==> config.mk <==
export PLATFORM = sky130hd
export DESIGN_NAME = famc_access_ctrl
export DESIGN_NICKNAME = d
export VERILOG_FILES = /design/src/famc_pkg.sv /design/src/famc_cmd_seq.sv /design/src/famc_access_ctrl.sv
export VERILOG_INCLUDE_DIRS = /design/src
export SDC_FILE = /design/constraint.sdc
export NUM_CORES = 1
export LEC_CHECK = 0
export BUFFER_PORTS_ARGS = -buffer_cell sky130_fd_sc_hd__buf_2
export CORE_MARGIN = 2
export CORE_UTILIZATION = 57
export DETAILED_ROUTE_END_ITERATION = 10
export PLACE_DENSITY = 0.86
export SYNTH_ARGS = -nofsm -noshare
export SYNTH_HDL_FRONTEND = slang
export SYNTH_SLANG_ARGS = --single-unit
==> constraint.sdc <==
create_clock -name ref_clk_in -period 2.7 [get_ports ref_clk_in]
set_input_delay 0.54 -clock ref_clk_in [delete_from_list [all_inputs] [get_ports ref_clk_in]]
set_output_delay 0.54 -clock ref_clk_in [all_outputs]
set_load 0.02 [all_outputs]
==> src/famc_map.svh <==
`ifndef FAMC_MAP_SVH
`define FAMC_MAP_SVH

// Byte address width of the largest array (128 KB)
`define FAMC_ADDR_W 17
`define FAMC_KB_SMALL 64
`define FAMC_KB_LARGE 128

// Access size field encodings
`define FAMC_ASZ_HALF 2'h1
`define FAMC_ASZ_WORD 2'h2
`define FAMC_ASZ_RESET 2'h2

// CPU transfer sizes
`define FAMC_SZ_BYTE 2'h0
`define FAMC_SZ_HALF 2'h1
`define FAMC_SZ_WORD 2'h2

// Command write addresses (low 16 bits) and data (low 8 bits)
`define FAMC_CMD_ADDR_A 16'haa8
`define FAMC_CMD_ADDR_B 16'h554
`define FAMC_CMD_UNLOCK_A 8'haa
`define FAMC_CMD_UNLOCK_B 8'h55
`define FAMC_CMD_PROG 8'ha0
`define FAMC_CMD_ERASE 8'h80
`define FAMC_CMD_CHIP 8'h10
`define FAMC_CMD_SECTOR 8'h30
`define FAMC_CMD_RESET 8'hf0

// Cycles from a taken request to its answer
`define FAMC_RD_LAT 2

`endif

==> src/famc_pkg.sv <==
`include "famc_map.svh"

package famc_pkg;

    typedef enum logic [2:0] {
        ST_IDLE,
        ST_UNL1,
        ST_UNL2,
        ST_PGM,
        ST_ERS1,
        ST_ERS2,
        ST_ERS3
    } famc_seq_st_t;

    typedef enum logic [1:0] {
        OP_PROG,
        OP_CHIP,
        OP_SECT
    } famc_op_t;

    typedef struct packed {
        famc_seq_st_t st;
        logic start;
        famc_op_t op;
        logic [`FAMC_ADDR_W-1:0] addr;
        logic [15:0] data;
    } famc_seq_state_t;

    typedef struct packed {
        logic [1:0] access_size_field;
        logic prog;
        logic s1_vld;
        logic s1_we;
        logic s1_err;
        logic [1:0] s1_size;
        logic [1:0] s1_lane;
        logic arr_rd;
        logic [`FAMC_ADDR_W-1:2] arr_addr;
        logic [31:0] rdata;
        logic ack;
        logic err;
        logic alg_start;
        famc_op_t alg_op;
        logic [`FAMC_ADDR_W-1:0] alg_addr;
        logic [15:0] alg_data;
    } famc_ctrl_state_t;

endpackage

==> src/famc_cmd_seq.sv <==
`timescale 1ns/1ps
`include "famc_map.svh"

module famc_cmd_seq
(
    // Clock and reset
    input logic ref_clk_in,
    input logic rstn_in,
    // Half-word command writes
    input logic clear_in,
    input logic wr_in,
    input logic [`FAMC_ADDR_W-1:0] wr_addr_in,
    input logic [15:0] wr_data_in,
    // Decoded operation
    output logic start_out,
    output famc_pkg::famc_op_t op_out,
    output logic [`FAMC_ADDR_W-1:0] addr_out,
    output logic [15:0] data_out
);

    famc_pkg::famc_seq_state_t q;
    famc_pkg::famc_seq_state_t d;

    // Only low address and data bits carry the command
    function automatic logic hit(input logic [15:0] a, input logic [7:0] v,
        input logic [15:0] ea, input logic [7:0] ev);
        hit = (a == ea) && (v == ev);
    endfunction

    always_comb
    begin
        d = q;
        d.start = 1'b0;
        if (clear_in)
        begin
            d.st = famc_pkg::ST_IDLE;
        end
        else if (wr_in)
        begin
            d.st = famc_pkg::ST_IDLE;
            // Reset code aborts any sequence except a program data cycle
            if (q.st == famc_pkg::ST_PGM || wr_data_in[7:0] != `FAMC_CMD_RESET)
            begin
                case (q.st)
                    famc_pkg::ST_IDLE:
                        if (hit(wr_addr_in[15:0], wr_data_in[7:0],
                            `FAMC_CMD_ADDR_A, `FAMC_CMD_UNLOCK_A))
                            d.st = famc_pkg::ST_UNL1;
                    famc_pkg::ST_UNL1:
                        if (hit(wr_addr_in[15:0], wr_data_in[7:0],
                            `FAMC_CMD_ADDR_B, `FAMC_CMD_UNLOCK_B))
                            d.st = famc_pkg::ST_UNL2;
                    famc_pkg::ST_UNL2:
                        if (hit(wr_addr_in[15:0], wr_data_in[7:0],
                            `FAMC_CMD_ADDR_A, `FAMC_CMD_PROG))
                            d.st = famc_pkg::ST_PGM;
                        else if (hit(wr_addr_in[15:0], wr_data_in[7:0],
                            `FAMC_CMD_ADDR_A, `FAMC_CMD_ERASE))
                            d.st = famc_pkg::ST_ERS1;
                    famc_pkg::ST_PGM:
                    begin
                        d.start = 1'b1; // [RQ7]
                        d.op = famc_pkg::OP_PROG; // [RQ8]
                        d.addr = wr_addr_in;
                        d.data = wr_data_in;
                    end
                    famc_pkg::ST_ERS1:
                        if (hit(wr_addr_in[15:0], wr_data_in[7:0],
                            `FAMC_CMD_ADDR_A, `FAMC_CMD_UNLOCK_A))
                            d.st = famc_pkg::ST_ERS2;
                    famc_pkg::ST_ERS2:
                        if (hit(wr_addr_in[15:0], wr_data_in[7:0],
                            `FAMC_CMD_ADDR_B, `FAMC_CMD_UNLOCK_B))
                            d.st = famc_pkg::ST_ERS3;
                    famc_pkg::ST_ERS3:
                    begin
                        d.addr = wr_addr_in;
                        d.data = wr_data_in;
                        if (hit(wr_addr_in[15:0], wr_data_in[7:0],
                            `FAMC_CMD_ADDR_A, `FAMC_CMD_CHIP))
                        begin
                            d.start = 1'b1; // [RQ9]
                            d.op = famc_pkg::OP_CHIP;
                        end
                        else if (wr_data_in[7:0] == `FAMC_CMD_SECTOR)
                        begin
                            d.start = 1'b1; // [RQ9]
                            d.op = famc_pkg::OP_SECT;
                        end
                    end
                    default:
                        d.st = famc_pkg::ST_IDLE;
                endcase
            end
        end
    end

    always_ff @(posedge ref_clk_in)
    begin
        if (!rstn_in)
            q <= '0;
        else
            q <= d;
    end

    assign start_out = q.start;
    assign op_out = q.op;
    assign addr_out = q.addr;
    assign data_out = q.data;

endmodule

==> src/famc_access_ctrl.sv <==
// How it works
// [RQ1] Reset always returns to word-read mode
// [RQ2] Word-read mode serves 32-bit reads and fetch
// [RQ3] Word-read mode ignores writes, never starts algorithm
// [RQ4] Half-word encoding enters programming mode
// [RQ5] No fetch or word access while programming
// [RQ6] Programming mode reads return 16-bit units; byte reads are also served and return 8 bits
// [RQ7] Recognised command writes start the embedded algorithm
// [RQ8] Programming proceeds in 16-bit half-words
// [RQ9] Whole-array and single-sector erase both supported
// [RQ10] Reads complete with no inserted wait states
// [RQ11] Array size is 64 KB or 128 KB
// [RQ12] Processor issues one to six half-word command writes
// [RQ13] Unused size encodings leave the mode alone
`timescale 1ns/1ps
`include "famc_map.svh"

module famc_access_ctrl
#(
    parameter int FLASH_KB = `FAMC_KB_LARGE
)
(
    // Clock and reset
    input logic ref_clk_in,
    input logic rstn_in,
    // Access size field
    input logic asz_wr_in,
    input logic [1:0] asz_wdata_in,
    output logic [1:0] access_size_out,
    output logic prog_mode_out,
    // CPU access
    input logic cpu_req_in,
    input logic cpu_we_in,
    input logic cpu_fetch_in,
    input logic [1:0] cpu_size_in,
    input logic [`FAMC_ADDR_W-1:0] cpu_addr_in,
    input logic [15:0] cpu_wdata_in,
    output logic cpu_ack_out,
    output logic cpu_err_out,
    output logic [31:0] cpu_rdata_out,
    // Array read port, data sampled in the same cycle as the read strobe
    output logic arr_rd_out,
    output logic [`FAMC_ADDR_W-1:2] arr_addr_out,
    input logic [31:0] arr_rdata_in,
    // Embedded algorithm launch
    output logic alg_start_out,
    output famc_pkg::famc_op_t alg_op_out,
    output logic [`FAMC_ADDR_W-1:0] alg_addr_out,
    output logic [15:0] alg_data_out
);

    generate
        if (FLASH_KB != `FAMC_KB_SMALL && FLASH_KB != `FAMC_KB_LARGE)
        begin : g_bad_size
            $error("FLASH_KB must be 64 or 128");
        end
    endgenerate

    famc_pkg::famc_ctrl_state_t q;
    famc_pkg::famc_ctrl_state_t d;
    logic in_range;
    logic rom_mode;
    logic bad;
    logic cmd_wr;
    logic seq_start;
    famc_pkg::famc_op_t seq_op;
    logic [`FAMC_ADDR_W-1:0] seq_addr;
    logic [15:0] seq_data;

    // Narrow reads come back right-aligned
    function automatic logic [31:0] lane(input logic [31:0] w,
        input logic [1:0] sz, input logic [1:0] lo);
        logic [31:0] r;
        r = w;
        case (sz)
            `FAMC_SZ_HALF:
                r = {16'h0000, lo[1] ? w[31:16] : w[15:0]};
            `FAMC_SZ_BYTE:
                r = {24'h000000, w[8*lo +: 8]};
            default:
                r = w;
        endcase
        lane = r;
    endfunction

    // Small array mirrors nothing above 64 KB
    assign in_range = (FLASH_KB == `FAMC_KB_LARGE) ||
        !cpu_addr_in[`FAMC_ADDR_W-1]; // [RQ11]
    assign rom_mode = (q.access_size_field == `FAMC_ASZ_WORD);

    always_comb
    begin
        bad = 1'b0;
        cmd_wr = 1'b0;
        if (!in_range)
            bad = 1'b1; // [RQ11]
        else if (rom_mode)
            bad = 1'b0; // [RQ3]
        else if (cpu_fetch_in || cpu_size_in == `FAMC_SZ_WORD)
            bad = 1'b1; // [RQ5]
        else if (cpu_we_in && cpu_size_in != `FAMC_SZ_HALF)
            bad = 1'b1; // [RQ8]
        else if (cpu_we_in)
            cmd_wr = cpu_req_in; // [RQ7]
    end

    // Sequence is flushed as soon as word-read mode is selected
    famc_cmd_seq u_seq
    (
        .ref_clk_in(ref_clk_in),
        .rstn_in(rstn_in),
        .clear_in(rom_mode), // [RQ3]
        .wr_in(cmd_wr),
        .wr_addr_in(cpu_addr_in),
        .wr_data_in(cpu_wdata_in),
        .start_out(seq_start),
        .op_out(seq_op),
        .addr_out(seq_addr),
        .data_out(seq_data)
    );

    always_comb
    begin
        d = q;
        if (asz_wr_in)
        begin
            if (asz_wdata_in == `FAMC_ASZ_WORD)
            begin
                d.access_size_field = `FAMC_ASZ_WORD; // [RQ2]
                d.prog = 1'b0;
            end
            else if (asz_wdata_in == `FAMC_ASZ_HALF)
            begin
                d.access_size_field = `FAMC_ASZ_HALF; // [RQ4]
                d.prog = 1'b1;
            end
            // Other codes keep the current mode [RQ13]
        end
        // Fixed two-stage read, never stalled [RQ10]
        d.s1_vld = cpu_req_in;
        d.s1_we = cpu_we_in;
        d.s1_err = bad;
        d.s1_size = cpu_size_in;
        d.s1_lane = cpu_addr_in[1:0];
        d.arr_rd = cpu_req_in && !cpu_we_in && !bad;
        d.arr_addr = cpu_addr_in[`FAMC_ADDR_W-1:2];
        d.ack = q.s1_vld; // [RQ10]
        d.err = q.s1_vld && q.s1_err;
        if (q.s1_vld && !q.s1_we && !q.s1_err)
            d.rdata = lane(arr_rdata_in, q.s1_size, q.s1_lane); // [RQ2] [RQ6]
        else
            d.rdata = 32'h00000000;
        // Launch only while programming mode still holds [RQ3]
        d.alg_start = seq_start && !rom_mode; // [RQ7]
        if (seq_start)
        begin
            d.alg_op = seq_op;
            d.alg_addr = seq_addr;
            d.alg_data = seq_data; // [RQ8]
        end
    end

    always_ff @(posedge ref_clk_in)
    begin
        if (!rstn_in)
        begin
            q <= '0;
            q.access_size_field <= `FAMC_ASZ_RESET; // [RQ1]
        end
        else
        begin
            q <= d;
        end
    end

    assign access_size_out = q.access_size_field;
    assign prog_mode_out = q.prog;
    assign cpu_ack_out = q.ack;
    assign cpu_err_out = q.err;
    assign cpu_rdata_out = q.rdata;
    assign arr_rd_out = q.arr_rd;
    assign arr_addr_out = q.arr_addr;
    assign alg_start_out = q.alg_start;
    assign alg_op_out = q.alg_op;
    assign alg_addr_out = q.alg_addr;
    assign alg_data_out = q.alg_data;
endmodule

==> results of run 1 <==
## worst min-delay path by stage
stage	slack (ns)	depth (start not counted)	from	end
after floorplan	0.42	2	d[37]$_SDFF_PN0_	cpu_ack_out$_SDFF_PN0_
after global placement	0.44	2	u_seq.data_out[5]$_SDFFE_PN0P_	u_seq.data_out[5]$_SDFFE_PN0P_
after detailed placement	0.45	2	u_seq.addr_out[4]$_SDFFE_PN0P_	u_seq.addr_out[4]$_SDFFE_PN0P_
after CTS	0.22	2	arr_rdata_in[23]	cpu_rdata_out[23]$_SDFF_PN0_
after global routing	0.22	2	arr_rdata_in[23]	cpu_rdata_out[23]$_SDFF_PN0_
final	0.24	2	arr_rdata_in[23]	cpu_rdata_out[23]$_SDFF_PN0_
## sequential cells by signal, indices dropped and copies added, names as in the netlist
signal	count
q	6
cpu_rdata_out	32
u_seq.data_out	16
access_size_out	2
alg_op_out	2
cpu_ack_out	1
alg_addr_out	17
u_seq.op_out	2
arr_addr_out	15
alg_data_out	16
alg_start_out	1
u_seq.q	3
cpu_err_out	1
u_seq.addr_out	17
d	1
u_seq.start_out	1
arr_rd_out	1
## cell type report
type / instances / share of cell area [%]
inverters: 11 / 0.598
well taps: 136 / 2.47
clock inverters: 3 / 0.580
repair buffers: 172 / 13.0
clock buffers: 27 / 7.42
flip-flops and latches: 134 / 38.9
multi-input cells: 379 / 37.1
## where the power goes
group / switching [uW] / internal, uW / total (uW) / leakage, uW
clock: 771 / 1360 / 2130 / 0.000274
sequential: 14.0 / 2010 / 2020 / 0.00109
combinational: 165 / 130 / 294 / 0.00149
total: 950 / 3490 / 4440 / 0.00285
## layer usage
metal  GRT usage, %  routed length [um]  vias to the layer above
met4           9.52                 246                        0
met1           28.0                5240                     2066
li1               -                   -                     2199
met5              0                   0                        -
met3           7.26                 993                       21
met2           38.9                6530                      203
## worst max-delay path: cells and delay by family, from the launching register on
family	cells	cell delay, ns
simple gates	4	1.03
buf+inv	1	0.21
flops	1	0.50
compound gates	1	0.13
## cell families after synthesis
family	Yosys count
xor gates and xnor gates	1
buffers and inverters	130
and+or+nand+nor	245
adders and majority gates	1
muxes	42
AOI/OAI and AO/OA	90
DFF	134
## cells in the mapped netlist (3+ instances only)
| master | number |
|---|---|
| nor3_1 | 6 |
| nor4b_1 | 4 |
| nand2_1 | 66 |
| nand4_1 | 5 |
| and2_1 | 38 |
| buf_12 | 4 |
| mux2i_1 | 41 |
| buf_2 | 3 |
| a21boi_1 | 4 |
| nand2b_1 | 5 |
| a21oi_1 | 13 |
| nor2_1 | 25 |
| buf_4 | 86 |
| clkbuf_1 | 20 |
| inv_1 | 11 |
| buf_6 | 3 |
| nor2b_1 | 40 |
| nor4_1 | 3 |
| nand3_1 | 5 |
| o21ai_0 | 14 |
| dfxtp_1 | 134 |
| a21boi_2 | 29 |
| o22a_1 | 6 |
| a22oi_1 | 14 |
| nand2_2 | 29 |
## through the flow
stage / area (um2) / power [uW] / hold slack [ns] / instances / utilization (%)
2_1_floorplan: 6140 / 2260 / 0.417 / 643 / -
3_3_place_gp: 6350 / 2350 / 0.441 / 832 / 60.9
3_5_place_dp: 6350 / 2350 / 0.449 / 832 / 60.9
4_1_cts: 6900 / 4470 / 0.216 / 862 / 66.2
5_1_grt: 6900 / 4600 / 0.219 / 862 / 66.2
6_report: 6900 / 4440 / 0.236 / 862 / 66.2
==> run metrics, run 1 <==
status=complete, no violations; Setup violations, final=0; CP peak stage delay=0.66 ns; worst min-delay path category=primary input to flop; area of the multi-input gates=0.00256 mm2; Post-Synth Simple-Gate Area=between 20% and 30%; I/O pins=approximately 160; clk sinks=between 100 and 150; sequential fraction of the synthesis area=between 40% and 50%; Post-Syn Instances=between 600 and 700; vias in the first global route=4389; crit path from=u_seq.q[36]$_SDFFE_PP0N_; Rows=37; GRT Util Overall=between 20% and 30%; Adder-Cell Fraction of Synth Area=less than 1%; root buf cell=clkbuf_8; antenna diode count=0; number of buffers on the longest clock path=2; Cell Chain, Critical Path=nor2b_4 -> nor3_4 -> or4_4 -> buf_12 -> o21ai_2 -> nor2_1; Mapped Avg Cell Area=around 9.6 um2; chip height=108 um; R2R Setup Slk=between 0.7 and 0.8 ns; DR vias=between 4000 and 5000; Post-synth ARST share=0%; initial antenna violation count=0; H-tree depth=4; FF-to-FF path depth=6; Starting Density=approximately three fifths; PortBufs=approximately 160; XOR/XNOR Fraction of Synth Area=less than 1%; post-synthesis compound-gate area fraction=between 10% and 20%; Pre-antenna DRT Iters=4; flip-flop and latch area=between 0.002 and 0.003 mm2; Synth Cell Area=0.00614 mm2; Tcrit/Tclk final=approximately three quarters; Post-CTS Hold Fix Bufs=0; Setup crit start kind=flop; CTS Buf Count=17; share of cells above drive strength 1=between 30% and 40%; Via density=about 5.2; leading cell types in the layout, fill and taps excluded=buf_2, dfxtp_1, nand2_1; CP Class=flop to flop; Placer Congestion=0.868; post-place setup slack=0.391 ns; Max IR drop VDD=about 0.33 mV; RR Startpoint=u_seq.q[36]$_SDFFE_PP0N_; Slew HR=between 40% and 50%; Avg WL per Cell=~15 um; Post-CTS Setup Bufs=0; Static Leak=~0.0029 uW; Power Density=644 mW/mm2; first-pass GRT wire length=between 20000 and 25000 um; Placeable Area=0.0104 mm2; Post-DP HPWL=roughly 9400 um; WL final=approximately 13000 um; clock-pin transition on the worst setup and hold timing paths=0.06 ns; Die W=108 um; most common cell after layout, fill and taps aside=buf_2; ys flop type=dfxtp_1; top cell type's share of synthesized area=a little over two fifths; die area=about 0.012 mm2; type of destination of the critical path=flop; largest net degree at the start of global routing=a little over 100; WP data arrival=approximately 2.4 ns; synth warn=0; nets@finish=791; worst clock skew=0.00985 ns; largest fanout on the critical path=18; end of the critical path=u_seq.op_out[0]$_SDFFE_PN0P_; FF+latch count, synth=134; clk_lat worst skew=between 0.5 and 0.6 ns; Crit-path slowest cell=or4_4; largest family of logic cells by synthesized area=simple AND/OR/NAND/NOR gates; Post-Synthesis Net Count=around 700; synth unique cells=54; CP required=between 3 and 4 ns; drc violations=0; worst-margin pin slew=0.836 ns; mux cell area share after synthesis=6.86%; maxcap violations=0; fin crit period=just under 2 ns; final count of pins violating max slew=0; number of flops mapped to enable cells by yosys=0; Iter 0 DRT Violations=between 200 and 250; area leader, netlist=dfxtp_1; Routed Antenna Nets=0; CTS tree=yes; P&R area growth vs syn=12.3%; reg2reg end=u_seq.op_out[0]$_SDFFE_PN0P_; # fillers=818; RSZ-0062 raised after global routing=false; min setup slack post-route=about 0.72 ns; CTS resizes=0; final hold violations=0; top cells by area, synth=dfxtp_1, buf_4, mux2i_1; f_max=approximately 500 MHz; Setup TNS=0 ns; total grt overflow=0
(Power assumes the default switching activity.)
==> inputs of run 2 (changes only) <==
--- a/config.mk
+++ b/config.mk
@@ -6,11 +6,12 @@
 export SDC_FILE = /design/constraint.sdc
 export NUM_CORES = 1
 export LEC_CHECK = 0
+export ABC_AREA = 1
 export BUFFER_PORTS_ARGS = -buffer_cell sky130_fd_sc_hd__buf_2
 export CORE_MARGIN = 2
-export CORE_UTILIZATION = 57
+export CORE_UTILIZATION = 52
 export DETAILED_ROUTE_END_ITERATION = 10
-export PLACE_DENSITY = 0.86
+export PLACE_DENSITY = 0.8
 export SYNTH_ARGS = -nofsm -noshare
 export SYNTH_HDL_FRONTEND = slang
 export SYNTH_SLANG_ARGS = --single-unit
==> constraint.sdc (replaced) <==
create_clock -name ref_clk_in -period 1.85 [get_ports ref_clk_in]
set_input_delay 0.37 -clock ref_clk_in [delete_from_list [all_inputs] [get_ports ref_clk_in]]
set_output_delay 0.37 -clock ref_clk_in [all_outputs]
set_load 0.02 [all_outputs]
==> run metrics, run 2 <==
min setup slack post-route=0.284 ns (was 0.723 ns); number of flops mapped to enable cells by yosys=0 (unchanged); post-place setup slack=0.184 ns (was 0.391 ns); CTS tree=yes (unchanged); drc violations=0 (unchanged); Slew HR=76.0% (was 44.3%); CP dominant cell by count=nand2_1; met2 routed WL=6060 um (was 6530 um); sequential fraction of the synthesis area=46.8% (was 43.7%); Die W=109 um (was 108 um); die area=0.0119 mm2 (was 0.0116 mm2); worst hold stages=3 (was 2); DR vias=4845 (was 4489); number of buffers on the longest clock path=2 (unchanged); Pre-antenna DRT Iters=6 (was 4); clk_lat worst skew=0.50 ns (was 0.52 ns); Via density=4.80 (was 5.21); synth warn=0 (unchanged); Max IR drop VDD=0.565 mV (was 0.327 mV); Avg WL per Cell=12.7 um (was 15.1 um); nets@finish=934 (was 791); Static Leak=0.00364 uW (was 0.00285 uW); Buf/Inv on CP=1 (unchanged); uppermost layer routed=met4 (unchanged); Post-CTS Setup Bufs=0 (unchanged); met3 wire len=890 um (was 993 um); CTS Buf Count=17 (unchanged); area leader, netlist=dfxtp_1 (unchanged); FF+latch count, synth=134 (unchanged); CP required=2.24 ns (was 3.12 ns); vias in the first global route=4566 (was 4389); worst-margin pin slew=0.360 ns (was 0.836 ns); Cell Chain, Critical Path=nand3_1 -> a21oi_2 -> nand2_2 -> nor2_8 -> buf_12 -> nand2_1 -> nand2_1 -> a21oi_1 (was nor2b_4 -> nor3_4 -> or4_4 -> buf_12 -> o21ai_2 -> nor2_1); Commonest cells post-synth=nor2_1, dfxtp_1, nand2_1 (was dfxtp_1, buf_4, nand2_1); clock-pin transition on the worst setup and hold timing paths=0.06 ns (about the same); FF-to-FF path depth=8 (was 6); Mapped Avg Cell Area=7.36 um2 (was 9.55 um2); wl on met1=5630 um (was 5240 um); leading cell types in the layout, fill and taps excluded=buf_2, nor2_1, dfxtp_1 (was buf_2, dfxtp_1, nand2_1); top cell type's share of synthesized area=46.8% (was 43.7%); Placer Congestion=0.885 (was 0.868); Routed Antenna Nets=0 (unchanged); CP Class=flop to flop (unchanged); Power Density=998 mW/mm2 (was 644 mW/mm2); worst clock skew=0.0110 ns (was 0.00985 ns); fin crit period=1.57 ns (was 1.98 ns); final count of pins violating max slew=0 (unchanged); share of the core filled with cells=61.8% (was 66.2%); status=complete, no violations (unchanged); root buf cell=clkbuf_8 (unchanged); I/O pins=164 (unchanged); Setup crit start kind=flop (unchanged); largest net degree at the start of global routing=94 (was 101); Iter 0 DRT Violations=347 (was 204); f_max=638 MHz (was 506 MHz); Synth Cell Area=0.00574 mm2 (was 0.00614 mm2); maxcap violations=0 (unchanged); Post-CTS Hold Fix Bufs=0 (unchanged); worst min-delay path category=primary input to flop (unchanged); share of cells above drive strength 1=24.3% (was 36.9%); final hold violations=0 (unchanged); synth unique cells=28 (was 54); total grt overflow=0 (unchanged); largest fanout on the critical path=18 (unchanged); RSZ-0062 raised after global routing=false (unchanged); WP depth=8 (was 6); antenna diode count=0 (unchanged); ys flop type=dfxtp_1 (unchanged); GRT Util Overall=22.3% (was 23.4%); Setup TNS=0 ns (unchanged); Starting Density=53.2% (was 59.0%); PortBufs=163 (unchanged); Crit-path slowest cell=dfxtp_1 (was or4_4); Post-Syn Instances=779 (was 643); Post-DP HPWL=9130 um (was 9420 um); CTS resizes=0 (unchanged); Setup violations, final=0 (unchanged); initial antenna violation count=0 (unchanged); Placeable Area=0.0108 mm2 (was 0.0104 mm2); first-pass GRT wire length=20900 um (was 21100 um); Post-Synthesis Net Count=855 (was 719); WL final=12800 um (was 13000 um); clk sinks=134 (unchanged); max reg flops=32 (unchanged); top cells by area, synth=dfxtp_1, buf_4, nor2_1 (was dfxtp_1, buf_4, mux2i_1); chip height=109 um (was 108 um); WP data arrival=1.95 ns (was 2.39 ns); type of destination of the critical path=flop (unchanged); Tcrit/Tclk final=84.7% (was 73.2%); CP delay by family, top=simple AND/OR/NAND/NOR gates (unchanged); count leader, synth=nor2_1 (was dfxtp_1); Rows=38 (was 37); CP peak stage delay=0.47 ns (was 0.66 ns); most common cell after layout, fill and taps aside=buf_2 (unchanged); P&R area growth vs syn=16.2% (was 12.3%); Post-synth ARST share=0% (unchanged); H-tree depth=4 (unchanged)
-- run 2: layout make-up --
class                   count  area [um2]
clock buffers              19         422
well taps                 140         175
repair buffers            178         966
flip-flops and latches    134        2680
clock inverters            11         154
inverters                  91         342
multi-input cells         436        1920
fillers                   977        4130
-- run 2: worst paths after layout --
kind	end	slack [ns]	start
worst max-delay path	u_seq.op_out[0]$_SDFFE_PN0P_	0.28	u_seq.q[36]$_SDFFE_PP0N_
worst min-delay path	arr_addr_out[9]$_SDFF_PN0_	0.07	cpu_addr_in[9]
worst max register to register	u_seq.op_out[0]$_SDFFE_PN0P_	0.28	u_seq.q[36]$_SDFFE_PP0N_
worst min register to register	cpu_err_out$_SDFF_PN0_	0.43	q[90]$_SDFF_PN0_
-- run 2: logic make-up after synthesis --
group                      share of synthesized area (%)
AOI/OAI and AO/OA                                   11.0
adders and majority gates                          0.218
buffers and inverters                               19.7
DFF                                                 46.8
muxes                                              0.174
and+or+nand+nor                                     22.1
-- run 2: worst min-delay path, stage by stage --
cell,delay (ns)
buf_2,0.09
nand2_1,0.04
inv_1,0.04
-- run 2: layer usage --
metal	track usage, %	up-vias
met5	0	-
met4	9.80	0
met3	5.02	18
met2	37.4	178
met1	27.4	2148
li1	-	2501
-- run 2: stage by stage --
step	hold slack, ns	power [uW]	instances	instance area [um2]
2_1_floorplan	0.409	3270	779	5740
3_3_place_gp	0.421	3420	979	6090
3_5_place_dp	0.419	3430	979	6090
4_1_cts	0.0507	6700	1009	6670
5_1_grt	0.0558	6900	1009	6670
6_report	0.0743	6650	1009	6670
-- run 2: where the power goes --
part | switching (uW) | internal (uW)
Sequential | 17.9 | 2930
Clock | 1230 | 2050
Combinational | 264 | 155
